--- src/core/rivp_pkg.sv ---
// Purpose: Shared constants for reset and interrupt vector placement
// Assumes: Word-addressed program memory, vectors two words apart
// Notes:   Boot start is a module parameter of the top
package rivp_pkg;

    // ========================================================
    // Widths and table layout
    localparam int PC_WIDTH      = 14;
    localparam int NUM_SOURCES   = 25;
    localparam int SRC_IDX_WIDTH = 5;

    localparam logic [PC_WIDTH-1:0] RESET_BASE_ADDR = 14'h0000;
    localparam logic [PC_WIDTH-1:0] IRQ_BASE_ADDR   = 14'h0002;
    localparam logic [PC_WIDTH-1:0] VECTOR_STRIDE   = 14'h0002;
    localparam logic [PC_WIDTH-1:0] BOOT_START_DEF  = 14'h1C00;

    // ========================================================
    // Source index order, vector number minus two
    localparam int SRC_EXT_REQ_ZERO   = 0;
    localparam int SRC_EXT_REQ_ONE    = 1;
    localparam int SRC_PIN_CHG_ZERO   = 2;
    localparam int SRC_PIN_CHG_ONE    = 3;
    localparam int SRC_PIN_CHG_TWO    = 4;
    localparam int SRC_WATCHDOG       = 5;
    localparam int SRC_TIMER2_CMP_A   = 6;
    localparam int SRC_TIMER2_CMP_B   = 7;
    localparam int SRC_TIMER2_OVF     = 8;
    localparam int SRC_TIMER1_CAPT    = 9;
    localparam int SRC_TIMER1_CMP_A   = 10;
    localparam int SRC_TIMER1_CMP_B   = 11;
    localparam int SRC_TIMER1_OVF     = 12;
    localparam int SRC_TIMER0_CMP_A   = 13;
    localparam int SRC_TIMER0_CMP_B   = 14;
    localparam int SRC_TIMER0_OVF     = 15;
    localparam int SRC_SERIAL_XFER    = 16;
    localparam int SRC_USART_RX       = 17;
    localparam int SRC_TX_DATA_EMPTY  = 18;
    localparam int SRC_USART_TX       = 19;
    localparam int SRC_CONVERSION     = 20;
    localparam int SRC_NV_DATA_READY  = 21;
    localparam int SRC_ANALOG_COMP    = 22;
    localparam int SRC_TWO_WIRE       = 23;
    localparam int SRC_PROG_STORE_RDY = 24;

    // Fuse decode: 0 programmed, 1 unprogrammed
    localparam logic FUSE_PROGRAMMED   = 1'b0;
    localparam logic FUSE_UNPROGRAMMED = 1'b1;

    typedef enum logic [1:0] {
        RIVP_IDLE     = 2'b00,
        RIVP_RESET    = 2'b01,
        RIVP_DISPATCH = 2'b10
    } rivp_state_t;

endpackage

--- src/core/rivp_prio_enc.sv ---
// Purpose: Lowest-index-first priority encoder for pending sources
// Assumes: Request vector is already masked by enables
// Notes:   Pure combinational
`timescale 1ns/1ps
module rivp_prio_enc
    import rivp_pkg::*;
#(
    parameter int N = NUM_SOURCES
) (
    input  wire logic [N-1:0]             req,
    output logic                          any,
    output logic [SRC_IDX_WIDTH-1:0]      idx
);

    // ========================================================
    // Scan from highest down so the lowest index wins
    always_comb begin
        any = 1'b0;
        idx = '0;
        for (int i = N - 1; i >= 0; i--) begin
            if (req[i]) begin
                any = 1'b1;
                idx = SRC_IDX_WIDTH'(i);
            end
        end
    end

endmodule

--- src/core/rivp_vector_place.sv ---
// Purpose: Vector fetch address for reset and interrupt dispatch
// Assumes: Core asserts reset_fetch or irq_accept for one cycle
// Notes:   Fetch address held in a register, valid one cycle later
//
// How it works
// - Vector one at 0x0000 taken for every reset cause.
// - Vectors 2-6 at 0x0002-0x000A serve external and pin-change requests.
// - Vector 7 watchdog; vectors 8-10 timer 2 compare A, B, overflow.
// - Vectors 11-14 timer 1; vectors 15-17 timer 0, in listed order.
// - Vector 18 serial transfer; 19-21 USART receive, empty, transmit.
// - Vectors 22-26 conversion, nv ready, comparator, two-wire, store.
// - Programmed boot fuse moves reset fetch to boot start.
// - Vector select set adds boot start to each table address.
// - Fuse picks reset address, select bit picks table; independent.
// - 2K boot section with fuse programmed resets to 0x1C00.
// - 2K boot section with select set fetches 0x1C02 to 0x1C32.
// - Outside dispatch, vector locations are plain program memory.
// - Fuse value one means unprogrammed, zero means programmed.
// - Select bit clear places table at start of flash.
`timescale 1ns/1ps
module rivp_vector_place
    import rivp_pkg::*;
#(
    parameter logic [PC_WIDTH-1:0] BOOT_START = BOOT_START_DEF
) (
    input  wire logic                   ref_clk,
    input  wire logic                   reset_n,
    input  wire logic                   boot_reset_fuse,
    input  wire logic                   vector_table_select,
    input  wire logic [NUM_SOURCES-1:0] irq_pending,
    input  wire logic [NUM_SOURCES-1:0] irq_enable,
    input  wire logic                   reset_fetch,
    input  wire logic                   irq_accept,
    output logic                        irq_request,
    output logic [SRC_IDX_WIDTH-1:0]    irq_index,
    output logic [PC_WIDTH-1:0]         fetch_addr_reg,
    output logic                        fetch_valid_reg,
    output logic                        fetch_is_reset_reg
);

    // ========================================================
    // Pending selection
    logic [NUM_SOURCES-1:0]   masked_req;
    logic                     any_req;
    logic [SRC_IDX_WIDTH-1:0] win_idx;

    // Disabled sources never reach dispatch
    assign masked_req = irq_pending & irq_enable;

    rivp_prio_enc #(
        .N (NUM_SOURCES)
    ) u_prio (
        .req (masked_req),
        .any (any_req),
        .idx (win_idx)
    );

    // Lowest index is lowest vector number
    assign irq_request = any_req;
    assign irq_index   = win_idx;

    // ========================================================
    // Address computation
    logic [PC_WIDTH-1:0] reset_addr;
    logic [PC_WIDTH-1:0] table_base;
    logic [PC_WIDTH-1:0] irq_addr;

    // Fuse alone picks reset target
    assign reset_addr = (boot_reset_fuse == FUSE_PROGRAMMED) ?
                        BOOT_START : RESET_BASE_ADDR;

    // Select alone picks table base
    assign table_base = vector_table_select ? BOOT_START : RESET_BASE_ADDR;

    // Table of two-word entries in source order
    assign irq_addr = PC_WIDTH'(table_base + IRQ_BASE_ADDR +
                      PC_WIDTH'(win_idx) * VECTOR_STRIDE);

    // ========================================================
    // Fetch state
    rivp_state_t state_reg;
    rivp_state_t state_next;

    always_comb begin
        state_next = RIVP_IDLE;
        case (1'b1)
            reset_fetch:          state_next = RIVP_RESET;
            irq_accept & any_req: state_next = RIVP_DISPATCH;
            default:              state_next = RIVP_IDLE;
        endcase
    end

    always_ff @(posedge ref_clk or negedge reset_n) begin
        if (!reset_n) begin
            state_reg <= RIVP_IDLE;
        end else begin
            state_reg <= state_next;
        end
    end

    // Reset outranks dispatch; address only driven on a fetch
    always_ff @(posedge ref_clk or negedge reset_n) begin
        if (!reset_n) begin
            fetch_addr_reg     <= RESET_BASE_ADDR;
            fetch_valid_reg    <= 1'b0;
            fetch_is_reset_reg <= 1'b0;
        end else begin
            case (state_next)
                RIVP_RESET: begin
                    fetch_addr_reg     <= reset_addr;
                    fetch_valid_reg    <= 1'b1;
                    fetch_is_reset_reg <= 1'b1;
                end
                RIVP_DISPATCH: begin
                    fetch_addr_reg     <= irq_addr;
                    fetch_valid_reg    <= 1'b1;
                    fetch_is_reset_reg <= 1'b0;
                end
                default: begin
                    fetch_valid_reg    <= 1'b0;
                    fetch_is_reset_reg <= 1'b0;
                end
            endcase
        end
    end

    // ========================================================
    // Checks
    a_reset_target: assert property (
        @(posedge ref_clk) disable iff (!reset_n)
        reset_fetch |=> fetch_valid_reg && fetch_is_reset_reg &&
        fetch_addr_reg == ($past(boot_reset_fuse) ? 14'h0000 : BOOT_START))
        else $error("reset fetch address wrong");

    a_reset_zero: assert property (
        @(posedge ref_clk) disable iff (!reset_n)
        (reset_fetch && boot_reset_fuse) |=> fetch_addr_reg == 14'h0000)
        else $error("reset vector not at zero");

    a_table_low: assert property (
        @(posedge ref_clk) disable iff (!reset_n)
        (irq_accept && any_req && !reset_fetch && !vector_table_select)
        |=> fetch_addr_reg == 14'h0002 + 14'($past(win_idx)) * 14'h0002)
        else $error("low table address wrong");

    a_table_boot: assert property (
        @(posedge ref_clk) disable iff (!reset_n)
        (irq_accept && any_req && !reset_fetch && vector_table_select)
        |=> fetch_addr_reg ==
            BOOT_START + 14'h0002 + 14'($past(win_idx)) * 14'h0002)
        else $error("boot table address wrong");

    a_table_span: assert property (
        @(posedge ref_clk) disable iff (!reset_n)
        (fetch_valid_reg && !fetch_is_reset_reg && !$past(vector_table_select))
        |-> fetch_addr_reg >= 14'h0002 && fetch_addr_reg <= 14'h0032)
        else $error("vector outside table");

    a_lowest_first: assert property (
        @(posedge ref_clk) disable iff (!reset_n)
        any_req |-> (masked_req & ((NUM_SOURCES'(1) << win_idx) -
        NUM_SOURCES'(1))) == '0)
        else $error("not lowest pending");

    a_no_dispatch: assert property (
        @(posedge ref_clk) disable iff (!reset_n)
        (!reset_fetch && !(irq_accept && any_req)) |=> !fetch_valid_reg)
        else $error("fetch without cause");

    a_watchdog_vec: assert property (
        @(posedge ref_clk) disable iff (!reset_n)
        (irq_accept && !reset_fetch && !vector_table_select &&
         masked_req[5:0] == 6'h20) |=> fetch_addr_reg == 14'h000C)
        else $error("watchdog vector wrong");

    a_select_indep: assert property (
        @(posedge ref_clk) disable iff (!reset_n)
        (reset_fetch && vector_table_select && boot_reset_fuse)
        |=> fetch_addr_reg == 14'h0000)
        else $error("select moved reset");

    // ========================================================
    // State, priority, boot address and hold checks
    a_state_valid: assert property (
        @(posedge ref_clk) disable iff (!reset_n)
        fetch_valid_reg == (state_reg != RIVP_IDLE))
        else $error("valid differs from state");

    a_state_reset: assert property (
        @(posedge ref_clk) disable iff (!reset_n)
        fetch_is_reset_reg == (state_reg == RIVP_RESET))
        else $error("reset flag differs from state");

    a_reset_wins: assert property (
        @(posedge ref_clk) disable iff (!reset_n)
        (reset_fetch && irq_accept) |=> fetch_is_reset_reg)
        else $error("dispatch beat reset");

    a_boot_reset: assert property (
        @(posedge ref_clk) disable iff (!reset_n)
        (reset_fetch && !boot_reset_fuse) |=> fetch_addr_reg == BOOT_START)
        else $error("boot reset address wrong");

    a_boot_span: assert property (
        @(posedge ref_clk) disable iff (!reset_n)
        (fetch_valid_reg && !fetch_is_reset_reg && $past(vector_table_select))
        |-> fetch_addr_reg >= BOOT_START + 14'h0002 &&
            fetch_addr_reg <= BOOT_START + 14'h0032)
        else $error("vector outside boot table");

    a_addr_holds: assert property (
        @(posedge ref_clk) disable iff (!reset_n)
        !fetch_valid_reg |-> $stable(fetch_addr_reg))
        else $error("address moved without fetch");

    a_dispatch_flag: assert property (
        @(posedge ref_clk) disable iff (!reset_n)
        (irq_accept && any_req && !reset_fetch)
        |=> fetch_valid_reg && !fetch_is_reset_reg)
        else $error("dispatch fetch flags wrong");

endmodule

--- config.mk ---
export PLATFORM = sky130hd
export DESIGN_NAME = rivp_vector_place
export DESIGN_NICKNAME = d
export VERILOG_FILES = /design/src/core/rivp_pkg.sv /design/src/core/rivp_prio_enc.sv /design/src/core/rivp_vector_place.sv
export SDC_FILE = /design/constraint.sdc
export NUM_CORES = 1
export LEC_CHECK = 0
export BUFFER_PORTS_ARGS = -buffer_cell sky130_fd_sc_hd__clkbuf_2
export CAP_MARGIN = 20
export CORE_MARGIN = 5
export CORE_UTILIZATION = 41
export DETAILED_ROUTE_END_ITERATION = 10
export MAX_ROUTING_LAYER = met4
export PLACE_DENSITY = 0.89
export SLEW_MARGIN = 10
export SYNTH_ARGS = -nofsm -noshare
export SYNTH_HDL_FRONTEND = slang
export SYNTH_HIERARCHICAL = 1
export SYNTH_SLANG_ARGS = --single-unit
export TNS_END_PERCENT = 5
--- constraint.sdc ---
create_clock -name ref_clk -period 4.4 [get_ports ref_clk]
set_input_delay 0.44 -clock ref_clk [delete_from_list [all_inputs] [get_ports ref_clk]]
set_output_delay 0.44 -clock ref_clk [all_outputs]
set_load 0.03 [all_outputs]
==> implementation parameters, run 1 <==
Parameter                              Value

Layout
  Final instance area ... 1290 sq um
  Top library cells by usage in the layout, fill and taps aside ... sky130_fd_sc_hd__clkbuf_2 (72), sky130_fd_sc_hd__and2_1 (26), sky130_fd_sc_hd__nor2_1 (11)
  NumNets Final ... 249
  Register area ... 225 sq um
  Area added between synthesis and finish ... 39.9%
  Share of post-route cells with drive strength above 1 ... 0.414
  Ant. Diodes ... 0
  Most common library cell in the layout ignoring fill and taps ... sky130_fd_sc_hd__clkbuf_2
  Multi-input logic area ... 634 sq um
  Number of flip-flops under the largest register name ... 7
  Number of inserted filler cells in the final layout ... approximately 230
  Number of cells in the finished layout apart from fillers ... 219

Placed design
  Total cell area at the placement stage ... 1260 sq um
  Number of input and output port buffers inserted ... 72
  Routability congestion estimate from global placement ... about 0.8
  Detail Placement HPWL ... 2300 microns
  Placed cell count ... around 220

Clocking
  Clk_lat worst skew ... 0.25 ns
  CTS max path bufs ... 2
  Worst-path clk slew ... around 0.05 ns
  Clock root cell ... sky130_fd_sc_hd__clkbuf_4
  CTS sink count ... 9
  Resized Gates After CTS ... 0
  H-tree levels ... 1
  Hold_buf cts ... 0
  Clock tree from TritonCTS ... yes
  Clock buffers created by TritonCTS ... 3
  Setup bufs post-CTS ... 0

Global route
  Met3 usage in global routing ... 0.0362
  Busiest grt layer ... met2
  Global-route wire length before repair ... 4460 microns
  Maximum number of pins on one net before global-route repair ... 11
  Aggregate global routing overflow ... 0
  Global Route met1 Usage ... 0.218
  Global-route track usage on met2 ... 0.269
  Vias in the first global route ... about 1,100
  Initial antenna violation count ... 0
  GRT Resource Usage Total ... 0.172

STA
  Transition at the pin with the smallest max-transition slack ... approximately 0.67 ns
  Final critical-path required period ... around 2.7 ns
  Count of final hold-check violations ... 0
  Final worst path period share ... 0.606
  Total count of max-transition violations in the final report ... 0
  Max frequency ... 375 MHz
  Aggregate negative setup slack ... 0 ns
  Setup Viol. Count Final ... 0
  Worst max-slew margin expressed relative to the limit ... 0.554
  Setup repair after global routing missed its margin ... false
  Final worst clock skew ... 0 ns

Synthesis
  Area share of the leading cell type in the synthesized netlist ... 0.245
  Synth async-reset ratio ... 1.00
  Area of the mapped netlist ... 921 sq um
  Top area cells in the synthesized netlist ... sky130_fd_sc_hd__dfrtp_1 (24%), sky130_fd_sc_hd__and2_1 (18%), sky130_fd_sc_hd__buf_4 (6.5%)
  EDFF count, synth ... 0
  Library cell occupying the most area in the post-synthesis netlist ... sky130_fd_sc_hd__dfrtp_1
  Number of unique standard cell types used by synthesis ... 37
  Number of register bits inferred by synthesis ... 9
  Post-synthesis area per instance ... 7.61 sq um
  Post-Syn Instances ... 121
  Count of warnings emitted by yosys ... 6
  Sequential-to-total area share from yosys stat ... 0.245
  Most used DFF post-synth ... sky130_fd_sc_hd__dfrtp_1

Setup path
  Worst r2r src ... fetch_addr_reg[12]$_DFFE_PN0P_
  Worst R2R End ... fetch_addr_reg[12]$_DFFE_PN0P_
  Setup CP Type ... in -> out
  Highest fanout seen on the critical path ... 4
  Critical path capture point type ... output pin
  CP endpoint ... irq_index[1]
  Cell count of the worst reg-to-reg path ... 2
  Worst endpoint data arrival time ... 2.23 ns
  Required arrival time at the worst endpoint ... between 3 and 4 ns
  First element of the critical path ... irq_pending[13]
  Slack of the worst reg-to-reg path ... 3.60 ns
  CP startpoint kind ... input port

Worst hold path
  Worst hold-check path type ... in -> async

Status
  Result of the run ... finished, final reports clean

Drt
  Number of iterations in the first detailed-routing pass ... 4
  Vias post-DR ... 1,071
  Overall routed net length ... 2520 microns
  Antenna violation net count after detailed routing ... 0
  Via density per instance ... 4.89
  Detailed router's first-iteration violation count ... 13
  DRC violation count after routing ... 0
  Final routed wire length divided by cell count ... 11.5 microns

Pwr
  Leakage ... 0.661 nW
  Worst ir drop on vdd ... ~0.13 mV
  Overall power of the completed layout ... 0.000277 W
  Power Dens Cells ... 215 nW/um^2

Die
  Total core area ... approximately 2200 sq um
  Area enclosed by the die boundary ... 3290 sq um
  Number of I/O pins ... 78
  FP Rows ... 17
  Height of the chip ... approximately 57 microns
  Chip Width ... 57.4 microns
  Initial Utilization ... 0.424

Job
  Number of violations of the max-capacitance limit ... 0
==> synth_stat cells, drive strengths merged (2+ instances only) <==
library cell  number
and2              26
a21oi              5
a211oi             4
o21bai             3
nor2b              3
o21ai              3
xnor2              2
inv                2
nand4              2
o211ai             2
nor4               7
buf                9
nand3              3
nor3               4
and3               3
dfrtp              9
nand2              7
nand2b             3
nor2              11
==> stage by stage <==
stage / hold slack, ns / worst slack, ns / utilization
5_1_grt: 0.0266 / 1.58 / 0.594
6_report: 0.0314 / 1.73 / 0.594
2_1_floorplan: 0.144 / 0.948 / -
3_3_place_gp: 0.303 / 1.76 / 0.582
3_5_place_dp: 0.306 / 1.61 / 0.582
4_1_cts: 0.0228 / 1.77 / 0.594
==> logic make-up (layout without fill, tap and decap cells) <==
group           count (synthesis)  after routing  share of synthesized area
other cells                     1              5                    0.00407
simple gates                   72             72                      0.447
compound gates                 23             23                      0.179
buf+inv                        12             78                     0.0829
xor+xnor                        3              3                     0.0285
fa+ha+maj                       1              1                     0.0136
flops                           9              9                      0.245
==> metal layers <==
layer / part of all wire / vias up
met4: 0.014 / 0
met3: 0.13 / 5
met2: 0.46 / 61
li1: - / 561
met1: 0.40 / 444
met5: 0 / -
==> critical path, cell delays in order <==
cell and delay [ns]:
sky130_fd_sc_hd__clkbuf_2 0.08, sky130_fd_sc_hd__and2_1 0.18, sky130_fd_sc_hd__nor4_2 0.30, sky130_fd_sc_hd__o21ai_1 0.11, sky130_fd_sc_hd__o311a_1 0.12, sky130_fd_sc_hd__a2111oi_1 0.66, sky130_fd_sc_hd__clkbuf_2 0.33
==> how the worst min path moves through the flow <==
stage	startpoint	endpoint	slack, ns
after detailed placement	reset_n	fetch_addr_reg[3]$_DFFE_PN0P_	0.31
after global routing	reset_n	fetch_addr_reg[3]$_DFFE_PN0P_	0.03
final	reset_n	fetch_addr_reg[3]$_DFFE_PN0P_	0.03
after global placement	reset_n	fetch_addr_reg[4]$_DFFE_PN0P_	0.30
after floorplan	reset_n	fetch_addr_reg[12]$_DFFE_PN0P_	0.14
after CTS	reset_n	fetch_addr_reg[3]$_DFFE_PN0P_	0.02
==> final cells by class <==
class,count,area share
Clock buffer,4,0.0204
Inverter,2,0.00583
Multi-Input combinational cell,104,0.492
Sequential cell,9,0.175
Tap cell,28,0.0272
Timing Repair Buffer,72,0.280
==> report_power, final <==
| part | leakage [nW] | switching, W | internal [W] |
|---|---|---|---|
| clock | 0.0150 | 0.0000261 | 0.0000348 |
| combinational | 0.532 | 0.0000742 | 0.0000507 |
| sequential | 0.114 | 0.00000275 | 0.0000882 |
| total | 0.661 | 0.000103 | 0.000174 |
(Power assumes the default switching activity.)
==> inputs of run 2 (changes only) <==
Settings changed: CORE_UTILIZATION 41 to 34, PLACE_DENSITY 0.89 to 0.79.
Clock period 4.4 ns to 2.2 ns, I/O delays scaled along.
==> run 2 against run 1 <==
  * Register-to-register slack worse by 2.2 ns
  * Clock power grew 120%
  * Final area rose by 10%
  * Sequential cell count did not move
  * Worst hold slack gained 0.088 ns
  * Combinational power rose by 130%
  * Power up 120%
  * Non-clock buffer count rose by 8
  * Via count increased by 4.2%
  * Routed wire length grew 4.4%
  * Sequential power increased by 100%
  * Utilization is 3.6 points lower
  * Critical path type unchanged
  * Largest power group unchanged
==> implementation parameters, run 2 (synthesis gave the netlist of run 1 again) <==
Parameter                              Value

Die
  Height of the chip ... 62.0 microns
  Area enclosed by the die boundary ... 3850 sq um
  Chip Width ... just over 60 microns
  FP Rows ... 18
  Total core area ... 2540 sq um
  Number of I/O pins ... 78
  Initial Utilization ... 0.362

Global route
  Global-route track usage on met2 ... 0.251
  Global-route wire length before repair ... 4150 microns
  Met3 usage in global routing ... 0.0186
  Vias in the first global route ... 1,048
  Aggregate global routing overflow ... 0
  Busiest grt layer ... met2
  Global Route met1 Usage ... 0.171
  Maximum number of pins on one net before global-route repair ... 11
  Initial antenna violation count ... 0
  GRT Resource Usage Total ... 0.143

Drt
  Overall routed net length ... ~2600 microns
  Number of iterations in the first detailed-routing pass ... 4
  Detailed router's first-iteration violation count ... 28
  Final routed wire length divided by cell count ... ~12 microns
  DRC violation count after routing ... 0
  Via density per instance ... 4.87
  Vias post-DR ... 1,116
  Antenna violation net count after detailed routing ... 0

STA
  Final critical-path required period ... 2.04 ns
  Count of final hold-check violations ... 0
  Worst-case hold slack ... 0.120 ns
  Final worst clock skew ... 0 ns
  Setup Viol. Count Final ... 0
  Total count of max-transition violations in the final report ... 0
  Final worst path period share ... 0.928
  Setup repair after global routing missed its margin ... false
  Max frequency ... between 400 and 500 MHz

Setup path
  Cell count of the worst reg-to-reg path ... 2
  Bufs and invs on worst path ... 2
  Crit path max-delay cell type ... sky130_fd_sc_hd__or4_1
  Delay of the slowest cell on the worst path ... roughly 0.5 ns
  Critical Path, Cell by Cell ... clkbuf_2, and2_1, or4_1, o21ai_0, nand3_1, a21boi_2, clkbuf_2
  Worst r2r src ... fetch_addr_reg[12]$_DFFE_PN0P_
  Delay-heaviest family, CP ... simple AND/OR/NAND/NOR gates
  Slack of the worst reg-to-reg path ... 1.41 ns
  Cell mode on critical path ... sky130_fd_sc_hd__clkbuf_2
  Worst R2R End ... fetch_addr_reg[12]$_DFFE_PN0P_
  Setup CP Type ... in -> out
  CP startpoint kind ... input port
  Highest fanout seen on the critical path ... 4
  Critical path capture point type ... output pin
  Worst endpoint data arrival time ... 1.82 ns
  Required arrival time at the worst endpoint ... approximately 2.0 ns

Worst hold path
  Hold Startpoint ... boot_reset_fuse
  Worst hold-check path type ... in -> reg
  Worst Hold End ... fetch_addr_reg[12]$_DFFE_PN0P_
  Number of stages on the worst hold path ... 2

Placed design
  Routability congestion estimate from global placement ... 0.767
  Number of input and output port buffers inserted ... 72
  Detail Placement HPWL ... 2340 microns

Layout
  Number of inserted filler cells in the final layout ... between 200 and 300
  Number of flip-flops under the largest register name ... 7
  Area added between synthesis and finish ... 54.2%
  Post-Route Utilization ... 0.558
  NumNets Final ... 257
  Share of post-route cells with drive strength above 1 ... 0.482
  Ant. Diodes ... 0
  Top library cells by usage in the layout, fill and taps aside ... sky130_fd_sc_hd__clkbuf_2 (72), sky130_fd_sc_hd__and2_1 (23), sky130_fd_sc_hd__nor2_1 (11)
  Most common library cell in the layout ignoring fill and taps ... sky130_fd_sc_hd__clkbuf_2

Clocking
  Resized Gates After CTS ... 0
  Clk_lat worst skew ... 0.26 ns
  CTS sink count ... 9
  Hold_buf cts ... 1
  Setup bufs post-CTS ... 0
  H-tree levels ... 1
  Clock buffers created by TritonCTS ... 3
  Worst-path clk slew ... 0.06 ns
  CTS max path bufs ... 2
  Clock tree from TritonCTS ... yes
  Clock root cell ... sky130_fd_sc_hd__clkbuf_4

Status
  Result of the run ... finished, final reports clean

Job
  Number of violations of the max-capacitance limit ... 0

Pwr
  Worst ir drop on vdd ... approximately 0.4 mV
  Power Dens Cells ... 422 nW/um^2
  Leakage ... 0.716 nW
-- run 2: cell count changes in the layout (fill, tap and decap cells not counted), sizes merged --
cell,delta
dlygate4sd3,+1
buf,+7
-- run 2: cell type report --
cell class	count	area, sq um	share of cell area
Tap cell	30	37.5	0.0264
Sequential cell	9	225	0.159
Timing Repair Buffer	80	423	0.298
Inverter	2	7.51	0.00529
Multi-Input combinational cell	104	701	0.493
Clock buffer	4	26.3	0.0185
-- run 2: worst max-delay path by stage --
stage	end	startpoint	depth (start not counted)	slack, ns
detailed placement	fetch_addr_reg[4]$_DFFE_PN0P_	irq_pending[19]	9	0.02
floorplan	fetch_addr_reg[5]$_DFFE_PN0P_	irq_pending[22]	9	-0.16
global route	irq_index[2]	irq_pending[19]	7	0.06
global placement	fetch_addr_reg[5]$_DFFE_PN0P_	irq_pending[8]	10	0.05
CTS	irq_index[2]	irq_pending[19]	7	0.17
finish	irq_index[2]	irq_pending[19]	7	0.16
-- run 2: routing by layer --
layer / vias up / share of wire
met5: - / 0
met4: 0 / 0.011
met3: 5 / 0.064
met2: 37 / 0.51
met1: 499 / 0.42
li1: 575 / -
-- run 2: report_power, final --
part,internal (W),switching (W),total [W]
Sequential,0.000176,0.00000597,0.000182
Combinational,0.000125,0.000161,0.000286
Clock,0.0000701,0.0000610,0.000131
Total,0.000371,0.000228,0.000599
-- run 2: metrics by stage --
stage               std cells  setup TNS, ns  instance area [sq um]  setup WS [ns]  total power (W)
floorplan                 125         -0.274                   1000         -0.163         0.000379
finish                    229              0                   1420          0.158         0.000599
CTS                       229              0                   1420          0.171         0.000603
global route              229              0                   1420         0.0642         0.000635
global placement          224              0                   1380         0.0537         0.000467
detailed placement        224              0                   1380         0.0182         0.000470
